## src/hdl/charger_regs_pkg.sv

```systemverilog
// shared constants and types for the input-limit and conversion register slice
package charger_regs_pkg;

   // ****************************************************************
   // register offsets
   // ****************************************************************
   localparam logic [7:0] INPUT_LIMIT_CFG_OFFSET   = 8'h0d;
   localparam logic [7:0] THERMAL_BATTERY_OFFSET   = 8'h0e;
   localparam logic [7:0] SYSTEM_VOLTAGE_OFFSET    = 8'h0f;
   localparam logic [7:0] RESERVED_SLOT_OFFSET     = 8'h10;

   // ****************************************************************
   // field positions and reset values
   // ****************************************************************
   localparam int         METHOD_SELECT_BIT        = 7;
   localparam int         THERMAL_FLAG_BIT         = 7;
   localparam logic       METHOD_SELECT_DEFAULT    = 1'b0;
   localparam logic [6:0] ABS_LIMIT_DEFAULT        = 7'h12;
   localparam logic [7:0] RESERVED_READ_VALUE      = 8'h00;
   localparam logic [7:0] UNMAPPED_READ_VALUE      = 8'h00;

   // ****************************************************************
   // absolute limit scaling, millivolts
   // ****************************************************************
   localparam logic [13:0] ABS_LIMIT_OFFSET_MV     = 14'd2600;
   localparam logic [13:0] ABS_LIMIT_STEP_MV       = 14'd100;

   // ****************************************************************
   // serial target address (value is arbitrary)
   // ****************************************************************
   localparam logic [6:0] TARGET_ADDRESS_DEFAULT   = 7'h2a;

   // ****************************************************************
   // carriers
   // ****************************************************************
   typedef struct packed {
      logic       thermal_regulation;
      logic [6:0] battery_code;
      logic [6:0] system_code;
   } charger_status_type;

   typedef struct packed {
      logic       strobe;
      logic [7:0] addr;
      logic [7:0] data;
   } reg_write_type;

endpackage

```

## src/hdl/input_limit_regs.sv

```systemverilog
// input voltage limit configuration and conversion readback registers
`timescale 1ns/10ps
`default_nettype none
module input_limit_regs
   import charger_regs_pkg::*;
#(
   parameter logic [6:0] TARGET_ADDRESS = charger_regs_pkg::TARGET_ADDRESS_DEFAULT
) (
   // clock and reset
   input  wire logic                                sys_clk_i,
   input  wire logic                                rst_i,
   // serial pins
   input  wire logic                                scl_i,
   input  wire logic                                sda_i,
   output logic                                     sda_o,
   output logic                                     sda_oe_o,
   // charger core
   input  wire logic                                input_attached_i,
   input  wire charger_regs_pkg::charger_status_type status_i,
   output logic                                     use_absolute_limit_o,
   output logic [13:0]                              absolute_limit_mv_o
);
   import charger_regs_pkg::*;

   // ****************************************************************
   // serial engine
   // ****************************************************************
   logic [7:0]    pointer;
   logic [7:0]    read_data;
   reg_write_type host_write;

   serial_target #(
      .TARGET_ADDRESS (TARGET_ADDRESS)
   ) u_target (
      .sys_clk_i   (sys_clk_i),
      .rst_i       (rst_i),
      .scl_i       (scl_i),
      .sda_i       (sda_i),
      .sda_oe_o    (sda_oe_o),
      .read_data_i (read_data),
      .pointer_o   (pointer),
      .write_o     (host_write)
   );

   // open-drain: only ever pulls low
   always_ff @(posedge sys_clk_i) begin
      sda_o <= 1'b0;
   end

   // ****************************************************************
   // configuration register
   // ****************************************************************
   logic       attached_reg;
   logic       method_reg, method_next;
   logic [6:0] abs_code_reg, abs_code_next;
   logic       attach_edge;
   logic       use_abs_next;
   logic [13:0] limit_mv_next;

   assign attach_edge = input_attached_i & ~attached_reg;

   always_comb begin
      method_next   = method_reg;
      abs_code_next = abs_code_reg;
      // attach reload beats a same-cycle host write
      if (attach_edge) begin
         method_next   = METHOD_SELECT_DEFAULT;
         abs_code_next = ABS_LIMIT_DEFAULT;
      end else if (host_write.strobe && host_write.addr == INPUT_LIMIT_CFG_OFFSET) begin
         method_next   = host_write.data[METHOD_SELECT_BIT];
         abs_code_next = host_write.data[6:0];
      end
      use_abs_next  = method_reg;
      limit_mv_next = ABS_LIMIT_OFFSET_MV
                    + 14'({7'h00, abs_code_reg} * ABS_LIMIT_STEP_MV);
   end

   always_ff @(posedge sys_clk_i) begin
      if (rst_i) begin
         attached_reg         <= 1'b0;
         method_reg           <= METHOD_SELECT_DEFAULT;
         abs_code_reg         <= ABS_LIMIT_DEFAULT;
         use_absolute_limit_o <= METHOD_SELECT_DEFAULT;
         absolute_limit_mv_o  <= ABS_LIMIT_OFFSET_MV;
      end else begin
         attached_reg         <= input_attached_i;
         method_reg           <= method_next;
         abs_code_reg         <= abs_code_next;
         use_absolute_limit_o <= use_abs_next;
         absolute_limit_mv_o  <= limit_mv_next;
      end
   end

   // ****************************************************************
   // read mux
   // ****************************************************************
   // status reads are live, so a byte reflects the core at shift-out time
   always_comb begin
      unique case (pointer)
         INPUT_LIMIT_CFG_OFFSET: read_data = {method_reg, abs_code_reg};
         THERMAL_BATTERY_OFFSET: read_data = {status_i.thermal_regulation,
                                              status_i.battery_code};
         SYSTEM_VOLTAGE_OFFSET:  read_data = {1'b0, status_i.system_code};
         RESERVED_SLOT_OFFSET:   read_data = RESERVED_READ_VALUE;
         default:                read_data = UNMAPPED_READ_VALUE;
      endcase
   end
endmodule
`default_nettype wire

```

## src/hdl/serial_target.sv

```systemverilog
// two-wire serial target: byte framing, pointer and write strobe
`timescale 1ns/10ps
`default_nettype none
module serial_target
   import charger_regs_pkg::*;
#(
   parameter logic [6:0] TARGET_ADDRESS = charger_regs_pkg::TARGET_ADDRESS_DEFAULT
) (
   // clock and reset
   input  wire logic                            sys_clk_i,
   input  wire logic                            rst_i,
   // serial pins
   input  wire logic                            scl_i,
   input  wire logic                            sda_i,
   output logic                                 sda_oe_o,
   // register side
   input  wire logic [7:0]                      read_data_i,
   output logic [7:0]                           pointer_o,
   output charger_regs_pkg::reg_write_type      write_o
);
   import charger_regs_pkg::*;

   typedef enum logic [5:0] {
      ST_IDLE  = 6'b000001,
      ST_ADDR  = 6'b000010,
      ST_PTR   = 6'b000100,
      ST_WDATA = 6'b001000,
      ST_RDATA = 6'b010000,
      ST_ACK   = 6'b100000
   } target_state_type;

   // ****************************************************************
   // pin synchronisers
   // ****************************************************************
   logic [2:0] scl_sync_reg;
   logic [2:0] sda_sync_reg;
   // reset to the idle-high bus level so no false edge follows reset
   always_ff @(posedge sys_clk_i) begin
      if (rst_i) begin
         scl_sync_reg <= 3'b111;
         sda_sync_reg <= 3'b111;
      end else begin
         scl_sync_reg <= {scl_sync_reg[1:0], scl_i};
         sda_sync_reg <= {sda_sync_reg[1:0], sda_i};
      end
   end

   logic scl_rise, scl_fall, start_seen, stop_seen, sda_now;
   assign sda_now    = sda_sync_reg[1];
   assign scl_rise   = scl_sync_reg[1] & ~scl_sync_reg[2];
   assign scl_fall   = ~scl_sync_reg[1] & scl_sync_reg[2];
   assign start_seen = scl_sync_reg[1] & sda_sync_reg[2] & ~sda_sync_reg[1];
   assign stop_seen  = scl_sync_reg[1] & ~sda_sync_reg[2] & sda_sync_reg[1];

   // ****************************************************************
   // protocol engine
   // ****************************************************************
   target_state_type state_reg, state_next, after_reg, after_next;
   logic [7:0]       shift_reg, shift_next, ptr_reg, ptr_next;
   logic [2:0]       bit_reg, bit_next;
   logic             oe_reg, oe_next, ack_en_reg, ack_en_next;
   logic             half_reg, half_next, host_ack_reg, host_ack_next;
   reg_write_type    wr_reg, wr_next;
   logic [7:0]       new_byte;

   always_comb begin
      state_next    = state_reg;
      after_next    = after_reg;
      shift_next    = shift_reg;
      ptr_next      = ptr_reg;
      bit_next      = bit_reg;
      oe_next       = oe_reg;
      ack_en_next   = ack_en_reg;
      half_next     = half_reg;
      host_ack_next = host_ack_reg;
      wr_next       = '0;
      new_byte      = {shift_reg[6:0], sda_now};
      if (start_seen) begin
         state_next = ST_ADDR;
         bit_next   = 3'h0;
         oe_next    = 1'b0;
      end else if (stop_seen) begin
         state_next = ST_IDLE;
         oe_next    = 1'b0;
      end else begin
         unique case (state_reg)
            ST_IDLE: begin
               oe_next = 1'b0;
            end
            ST_ADDR, ST_PTR, ST_WDATA: begin
               if (scl_rise) begin
                  shift_next = new_byte;
                  bit_next   = bit_reg + 3'h1;
                  if (bit_reg == 3'h7) begin
                     half_next   = 1'b0;
                     state_next  = ST_ACK;
                     ack_en_next = 1'b1;
                     after_next  = ST_WDATA;
                     if (state_reg == ST_ADDR) begin
                        ack_en_next = (new_byte[7:1] == TARGET_ADDRESS);
                        after_next  = (new_byte[7:1] != TARGET_ADDRESS) ? ST_IDLE :
                                      (new_byte[0] ? ST_RDATA : ST_PTR);
                     end else if (state_reg == ST_PTR) begin
                        ptr_next = new_byte;
                     end else begin
                        wr_next  = '{strobe: 1'b1, addr: ptr_reg, data: new_byte};
                        ptr_next = ptr_reg + 8'h01;
                     end
                  end
               end
            end
            ST_ACK: begin
               if (scl_fall) begin
                  half_next = ~half_reg;
                  if (!half_reg) begin
                     oe_next = ack_en_reg;
                  end else begin
                     state_next = after_reg;
                     bit_next   = 3'h0;
                     oe_next    = 1'b0;
                     if (after_reg == ST_RDATA) begin
                        shift_next = read_data_i;
                        oe_next    = ~read_data_i[7];
                     end
                  end
               end
            end
            ST_RDATA: begin
               if (scl_rise) begin
                  bit_next      = bit_reg + 3'h1;
                  host_ack_next = 1'b0;
               end
               if (scl_fall) begin
                  if (bit_reg == 3'h0 && !host_ack_reg) begin
                     // byte sent: let go of the line for the host's answer
                     oe_next       = 1'b0;
                     ptr_next      = ptr_reg + 8'h01;
                     host_ack_next = 1'b1;
                  end else if (host_ack_reg) begin
                     shift_next    = read_data_i;
                     oe_next       = ~read_data_i[7];
                     host_ack_next = 1'b0;
                  end else begin
                     shift_next = {shift_reg[6:0], 1'b0};
                     oe_next    = ~shift_reg[6];
                  end
               end
               if (scl_rise && host_ack_reg) begin
                  // a not-acknowledge ends the read burst
                  bit_next      = 3'h0;
                  host_ack_next = ~sda_now;
                  if (sda_now) begin
                     state_next = ST_IDLE;
                  end
               end
            end
         endcase
      end
   end

   always_ff @(posedge sys_clk_i) begin
      if (rst_i) begin
         state_reg    <= ST_IDLE;
         after_reg    <= ST_IDLE;
         shift_reg    <= 8'h00;
         ptr_reg      <= 8'h00;
         bit_reg      <= 3'h0;
         oe_reg       <= 1'b0;
         ack_en_reg   <= 1'b0;
         half_reg     <= 1'b0;
         host_ack_reg <= 1'b0;
         wr_reg       <= '0;
      end else begin
         state_reg    <= state_next;
         after_reg    <= after_next;
         shift_reg    <= shift_next;
         ptr_reg      <= ptr_next;
         bit_reg      <= bit_next;
         oe_reg       <= oe_next;
         ack_en_reg   <= ack_en_next;
         half_reg     <= half_next;
         host_ack_reg <= host_ack_next;
         wr_reg       <= wr_next;
      end
   end

   assign sda_oe_o  = oe_reg;
   assign pointer_o = ptr_reg;
   assign write_o   = wr_reg;

endmodule
`default_nettype wire

```

## config.mk

```make
export PLATFORM = sky130hd
export DESIGN_NAME = input_limit_regs
export DESIGN_NICKNAME = d
export VERILOG_FILES = /design/src/hdl/charger_regs_pkg.sv /design/src/hdl/input_limit_regs.sv /design/src/hdl/serial_target.sv
export SDC_FILE = /design/constraint.sdc
export NUM_CORES = 1
export LEC_CHECK = 0
export BUFFER_PORTS_ARGS = -buffer_cell sky130_fd_sc_hd__buf_2
export CORE_ASPECT_RATIO = 0.9
export CORE_MARGIN = 1.5
export CORE_UTILIZATION = 44
export CTS_CLUSTER_SIZE = 10
export DETAILED_ROUTE_END_ITERATION = 10
export GPL_TIMING_DRIVEN = 0
export RECOVER_POWER = 50
export REMOVE_ABC_BUFFERS = 1
export SLEW_MARGIN = 10
export SYNTH_ARGS = -nofsm -noshare
export SYNTH_HDL_FRONTEND = slang
export SYNTH_HIERARCHICAL = 1
export SYNTH_SLANG_ARGS = --single-unit
```

## constraint.sdc

```tcl
create_clock -name sys_clk_i -period 3.5 [get_ports sys_clk_i]
set_input_delay 0.7 -clock sys_clk_i [delete_from_list [all_inputs] [get_ports sys_clk_i]]
set_output_delay 0.7 -clock sys_clk_i [all_outputs]
set_load 0.1 [all_outputs]
```

# Word-level counts from Yosys, hierarchy flattened
# Index checks and enable logic that the tools add are counted.
[word_totals]
register_bits = 81
latchBits = 0
ram_bits = 0
mem_bits_ro = 0
input_bits = 20
output_inout_bits = 17
n_memories = 0
[op_classes]
addsub = 3
multipliers = 1
n_div = 0
n_lt_le_gt_ge = 0
n_eq_ne = 31
n_shift = 0
muxes = 51
n_bitwise = 20
n_reduce_logical = 25
[ops]
columns = ["cell", "count"]
rows = [
  ["7-bit two-way mux", 7],
  ["6-bit two-way mux", 8],
  ["8-bit two-way mux", 6],
  ["8-bit by 4-bit equality test with 1-bit output (second input constant)", 4],
  ["4-bit by 1-bit != test with 1-bit output (second input constant)", 6],
  ["8-bit case mux with 3 select lines", 1],
  ["7-bit case mux with 3 select lines", 1],
  ["2-bit by 1-bit != test with 1-bit output (second input constant)", 9],
  ["6-bit case mux with 3 select lines", 1],
  ["17-bit two-way mux", 1],
  ["8-bit case mux with 2 select lines", 1],
  ["1-bit two-way mux", 15],
  ["12-bit by 14-bit adder with 14-bit output (first input constant)", 1],
  ["7-bit AND reduction", 2],
  ["1-bit NOT", 13],
  ["6-bit by 5-bit equality test with 1-bit output (second input constant)", 2],
  ["7-bit by 5-bit multiplier with 12-bit output (second input constant)", 1],
  ["3-bit two-way mux", 4],
  ["3-bit case mux with 3 select lines", 1],
  ["9-bit AND reduction", 1],
  ["8-bit by 1-bit adder with 8-bit output (second input constant)", 1],
  ["8-bit AND reduction", 1],
  ["8-bit OR reduction", 1],
  ["1-bit bitwise AND", 7],
  ["27 further kinds", 36],
]

# Logic depth before layout (Yosys ltp)
[depth]
ltp_word = 7
mapped_depth = 13

# Cells and area by module
# The synthesis kept the hierarchy.
[modules_own_cells]
columns = ["mod", "instances", "cells_per_inst", "area_each_um2"]
rows = [
  ["serial_target", 1, 305, 2807.7],
  ["input_limit_regs", 1, 175, 1647.8],
]

# Worst setup path before layout
# No wires, ideal clock.
[synth_timing]
path_kind = "reg-to-reg"
from = "register abs_code_reg[2]"
to = "register absolute_limit_mv_o[13]"
setup_time_ns = 0.126
arrival_time_ns = 2.739
required_ns = 3.374
path_slack_ns = 0.636
stages_incl_launch_ff = 11
path_buffers = 0
period_less_slack_ns = 2.864
cell_sequence = "dfxtp_1 -> ha_1 -> ha_1 -> fa_1 -> ha_1 -> nor2b_4 -> o31a_1 -> a311o_1 -> o21ai_2 -> xnor2_1 -> nor2_1"
[synth_between]
elab_chain_cells = 2
[synth_lines]
columns = ["element", "line_no", "text"]
rows = [
  ["start: declaration", "input_limit_regs.sv:55", "logic [6:0] abs_code_reg, abs_code_next;"],
  ["start signal: assignment", "input_limit_regs.sv:88", "abs_code_reg <= abs_code_next;"],
  ["7-bit by 5-bit multiplier with 12-bit output", "input_limit_regs.sv:75", "+ 14'({7'h00, abs_code_reg} * ABS_LIMIT_STEP_MV);"],
  ["12-bit by 14-bit adder with 14-bit output", "input_limit_regs.sv:75", ""],
  ["end signal: assignment", "input_limit_regs.sv:90", "absolute_limit_mv_o <= limit_mv_next;"],
  ["end: declaration", "input_limit_regs.sv:21", "output logic [13:0] absolute_limit_mv_o"],
]
# No other way between the ends.
# A chain may end at the register's enable or synchronous reset.

# Worst setup path after layout
[layout_timing]
from = "register abs_code_reg[3]"
to = "register absolute_limit_mv_o[13]"
# The elaborated chain is that of the path after synthesis.

==> metrics.csv <==
metric,value,unit
outcome,"finished, violations left",
violations_in_the_final_reports,"capacitance limit, slew limit",
dp_slack,0.355,ns
clk-insertion-delay-late,0.35,ns
irDropWorstVdd,0.251,mV
dpl.hpwl,6900,um
clock_tree_from_tritoncts,done,
crit_path_end_kind,flop,
design.core.area,9740,um^2
finalSetupTns,0,ns
io_pins,37,
grt_max_degree,48,
synth_seq_area_share,34.6,%
power_switching_share,27.6,%
antenna_diode_count,0,
initialDrtViolationCount,235,
synth_area,4460,um^2
critPathKind,reg -> reg,
post-synth-top-area-cell,sky130_fd_sc_hd__dfxtp_1,
worst_path_most_repeated_cell,sky130_fd_sc_hd__ha_1,
ys_ff_latch,77,
seqPwrFrac,56.1,%
clk_transition_reported_paths,0.08,ns
avgSynthCellArea,9.28,um^2
worst_clock_skew,0.0122,ns
ys_top_cells_by_area,"sky130_fd_sc_hd__dfxtp_1, sky130_fd_sc_hd__ha_1, sky130_fd_sc_hd__mux2i_1",
grt_pass1_vias,3298,
rsz0062_at_grt,false,
buffer_ports.inserted,33,
chipWidth,109,um
tritoncts.num_buffers,9,
fin_ws,0.283,ns
synth-async-reset-ratio,0,%
r2r_start,abs_code_reg[3],
post-route-drc-count,0,
clock_tree.root_cell,sky130_fd_sc_hd__clkbuf_8,
first_pass_grt_wire_length,16100,um
crit_required,3.66,ns
critical_path.cell_chain,ha_1 -> ha_1 -> fa_1 -> ha_1 -> nor2b_4 -> o31a_1 -> nor4_1 -> a311o_1 -> o21ai_2 -> xnor2_1 -> nor2_1,
grt_remaining_overflow,0,
postRouteAntennaNets,0,
p_switching,0.450,mW
worst_path_largest_cell_delay,0.48,ns
max_clock_freq,311,MHz
report.final.slew_viol_count,48,
synth_edf_count,0,
route.vias.total,3416,
power_density,342,nW/um^2
routedWlPerCell,15.4,um
drt_pre_antenna_iters,4,
timing.hold.worst.class,reg -> reg,
leakagePower,1.88,nW
setup_viol,0,
fp.dieArea,10700,um^2
reg2reg_slack,0.28,ns
htree_levels,3,
initial_core_util,45.7,%
worstMarginPinSlew,2.10,ns
fin_hold_ws,0.414,ns
finalNetCount,551,
synthCells,480,
dpl-instance-area,4630,um^2
timing.reg2reg.worst_path_depth,11,
hold_viol_final,0,
dominantRegCellSynth,sky130_fd_sc_hd__dfxtp_1,
arrival,3.38,ns
largest_register_ff_count,17,
fillers,950,
chipHeight,98.5,um
cts-hold-fix-buffers,0,
worst_r2r_endpoint,absolute_limit_mv_o[13],
number_of_buffers_inserted_by_post_cts_setup_repair,0,
yosys_warnings,6,
p_total,1.63,mW
internal_power,1.18,mW
gp_congestion,0.835,
clock_path_buffers,2,
min_delay_path_depth,1,
track_usage,19.1,%
cap_violations,1,
core.rowCount,34,
synth_cell_type_count,79,
clock-sinks,77,
final_design_area_no_fill,4770,um^2
final_wirelength,9670,um
worst_setup_path_start_kind,flop,
period_needed,3.22,ns
worst_hold_startpoint,u_target/sda_sync_reg[0],
pwr-share-comb,7.8,%
slew-limit-headroom,-39.7,%
synthDominantCellAreaShare,34.6,%
drive_gt1_share,15.3,%
cts_repair_resize_count,0,
worst_hold_path.endpoint,u_target/sda_sync_reg[1],
grt_antenna_before_repair,0,
worst_path_max_delay_cell,sky130_fd_sc_hd__fa_1,
pwr-share-clk,36.2,%
vias_cell,5.43,
layout_worst_path_cycle_share,91.9,%
worst-path-max-fanout,5,
areaGrowthSynthToFinish,7.10,%
## per-stage QoR
stage          cells  utilization [%]
2_1_floorplan    455                -
3_3_place_gp     614             47.6
3_5_place_dp     614             47.6
4_1_cts          629             49.3
5_1_grt          629             49.0
6_report         629             49.0
## cell usage after synthesis (all sizes together), types with 13 or more instances
| cell type | count |
|---|---|
| ha | 30 |
| and3 | 20 |
| a21oi | 31 |
| buf | 13 |
| mux2i | 22 |
| inv | 13 |
| o21ai | 20 |
| nor2 | 48 |
| clkbuf | 14 |
| dfxtp | 77 |
| nand2 | 27 |
## layout by cell type (no fill, tap or decap), drive strengths merged, types with 4 or more instances in the layout
master  count
a21o        4
a21oi      31
a22oi      11
a31oi       6
and3       20
buf        18
clkbuf     24
clkinv      4
dfxtp      77
ha         30
inv        14
mux2       12
mux2i      22
nand2      27
nand2b     10
nand3       6
nand3b      6
nor2       48
nor2b      12
nor3       11
nor3b       5
nor4        6
nor4b       5
o21a        5
o21ai      20
or2         7
or3         4
xnor2       9
xor2        8
## critical path: cells and delay by family, from the launching register on
kind | cells | cell delay [ns]
AND/OR/NAND/NOR | 3 | 0.39
AO/OA/AOI/OAI | 3 | 0.57
adder cells (fa/ha/maj) | 4 | 1.44
flip-flops | 1 | 0.47
XOR/XNOR | 1 | 0.16
## per-layer routing
layer | vias up | track usage, % | part of all wire [%] | wire length [um]
li1 | 1754 | - | - | -
met3 | 9 | 4.70 | 3.8 | 363
met4 | 0 | 5.57 | 1.1 | 108
met1 | 1593 | 26.1 | 49 | 4730
met2 | 60 | 29.8 | 46 | 4460
met5 | - | 0 | 0 | 0
## worst max path at each step
stage                               start                 endpoint  slack, ns  cells after the start
after floorplan           abs_code_reg[2]  absolute_limit_mv_o[13]       0.65                     10
final                     abs_code_reg[3]  absolute_limit_mv_o[13]       0.28                     11
after global placement    abs_code_reg[1]  absolute_limit_mv_o[13]       0.35                     11
after global routing      abs_code_reg[1]  absolute_limit_mv_o[13]       0.10                     11
after CTS                 abs_code_reg[3]  absolute_limit_mv_o[13]       0.32                     11
after detailed placement  abs_code_reg[3]  absolute_limit_mv_o[13]       0.35                     11
## power by group through the flow
stage / logic [mW] / clock network (mW) / registers, mW
6_report: 0.127 / 0.590 / 0.914
3_5_place_dp: 0.128 / 0 / 0.935
5_1_grt: 0.138 / 0.650 / 0.919
2_1_floorplan: 0.0667 / 0 / 0.955
3_3_place_gp: 0.127 / 0 / 0.934
4_1_cts: 0.128 / 0.611 / 0.914
## cell type report
type                       count  area (um^2)  area share, %
multi-input combinational    365         2710           56.9
sequential                    77         1540           32.3
tap                          126          158           3.30
timing repair buffer          33          146           3.07
clock buffer                   9          124           2.60
inverter                      13         48.8           1.02
clock inverter                 6         40.0          0.839
## cells by family after synthesis
logic type,synth area share (%)
adder cells (fa/ha/maj),9.32
AO/OA/AOI/OAI,18.2
XOR/XNOR,3.34
other,0.0842
flip-flops,34.6
multiplexers,7.98
buffers and inverters,4.49
AND/OR/NAND/NOR,22.0
Note: power is estimated with default switching activity, not from simulation.
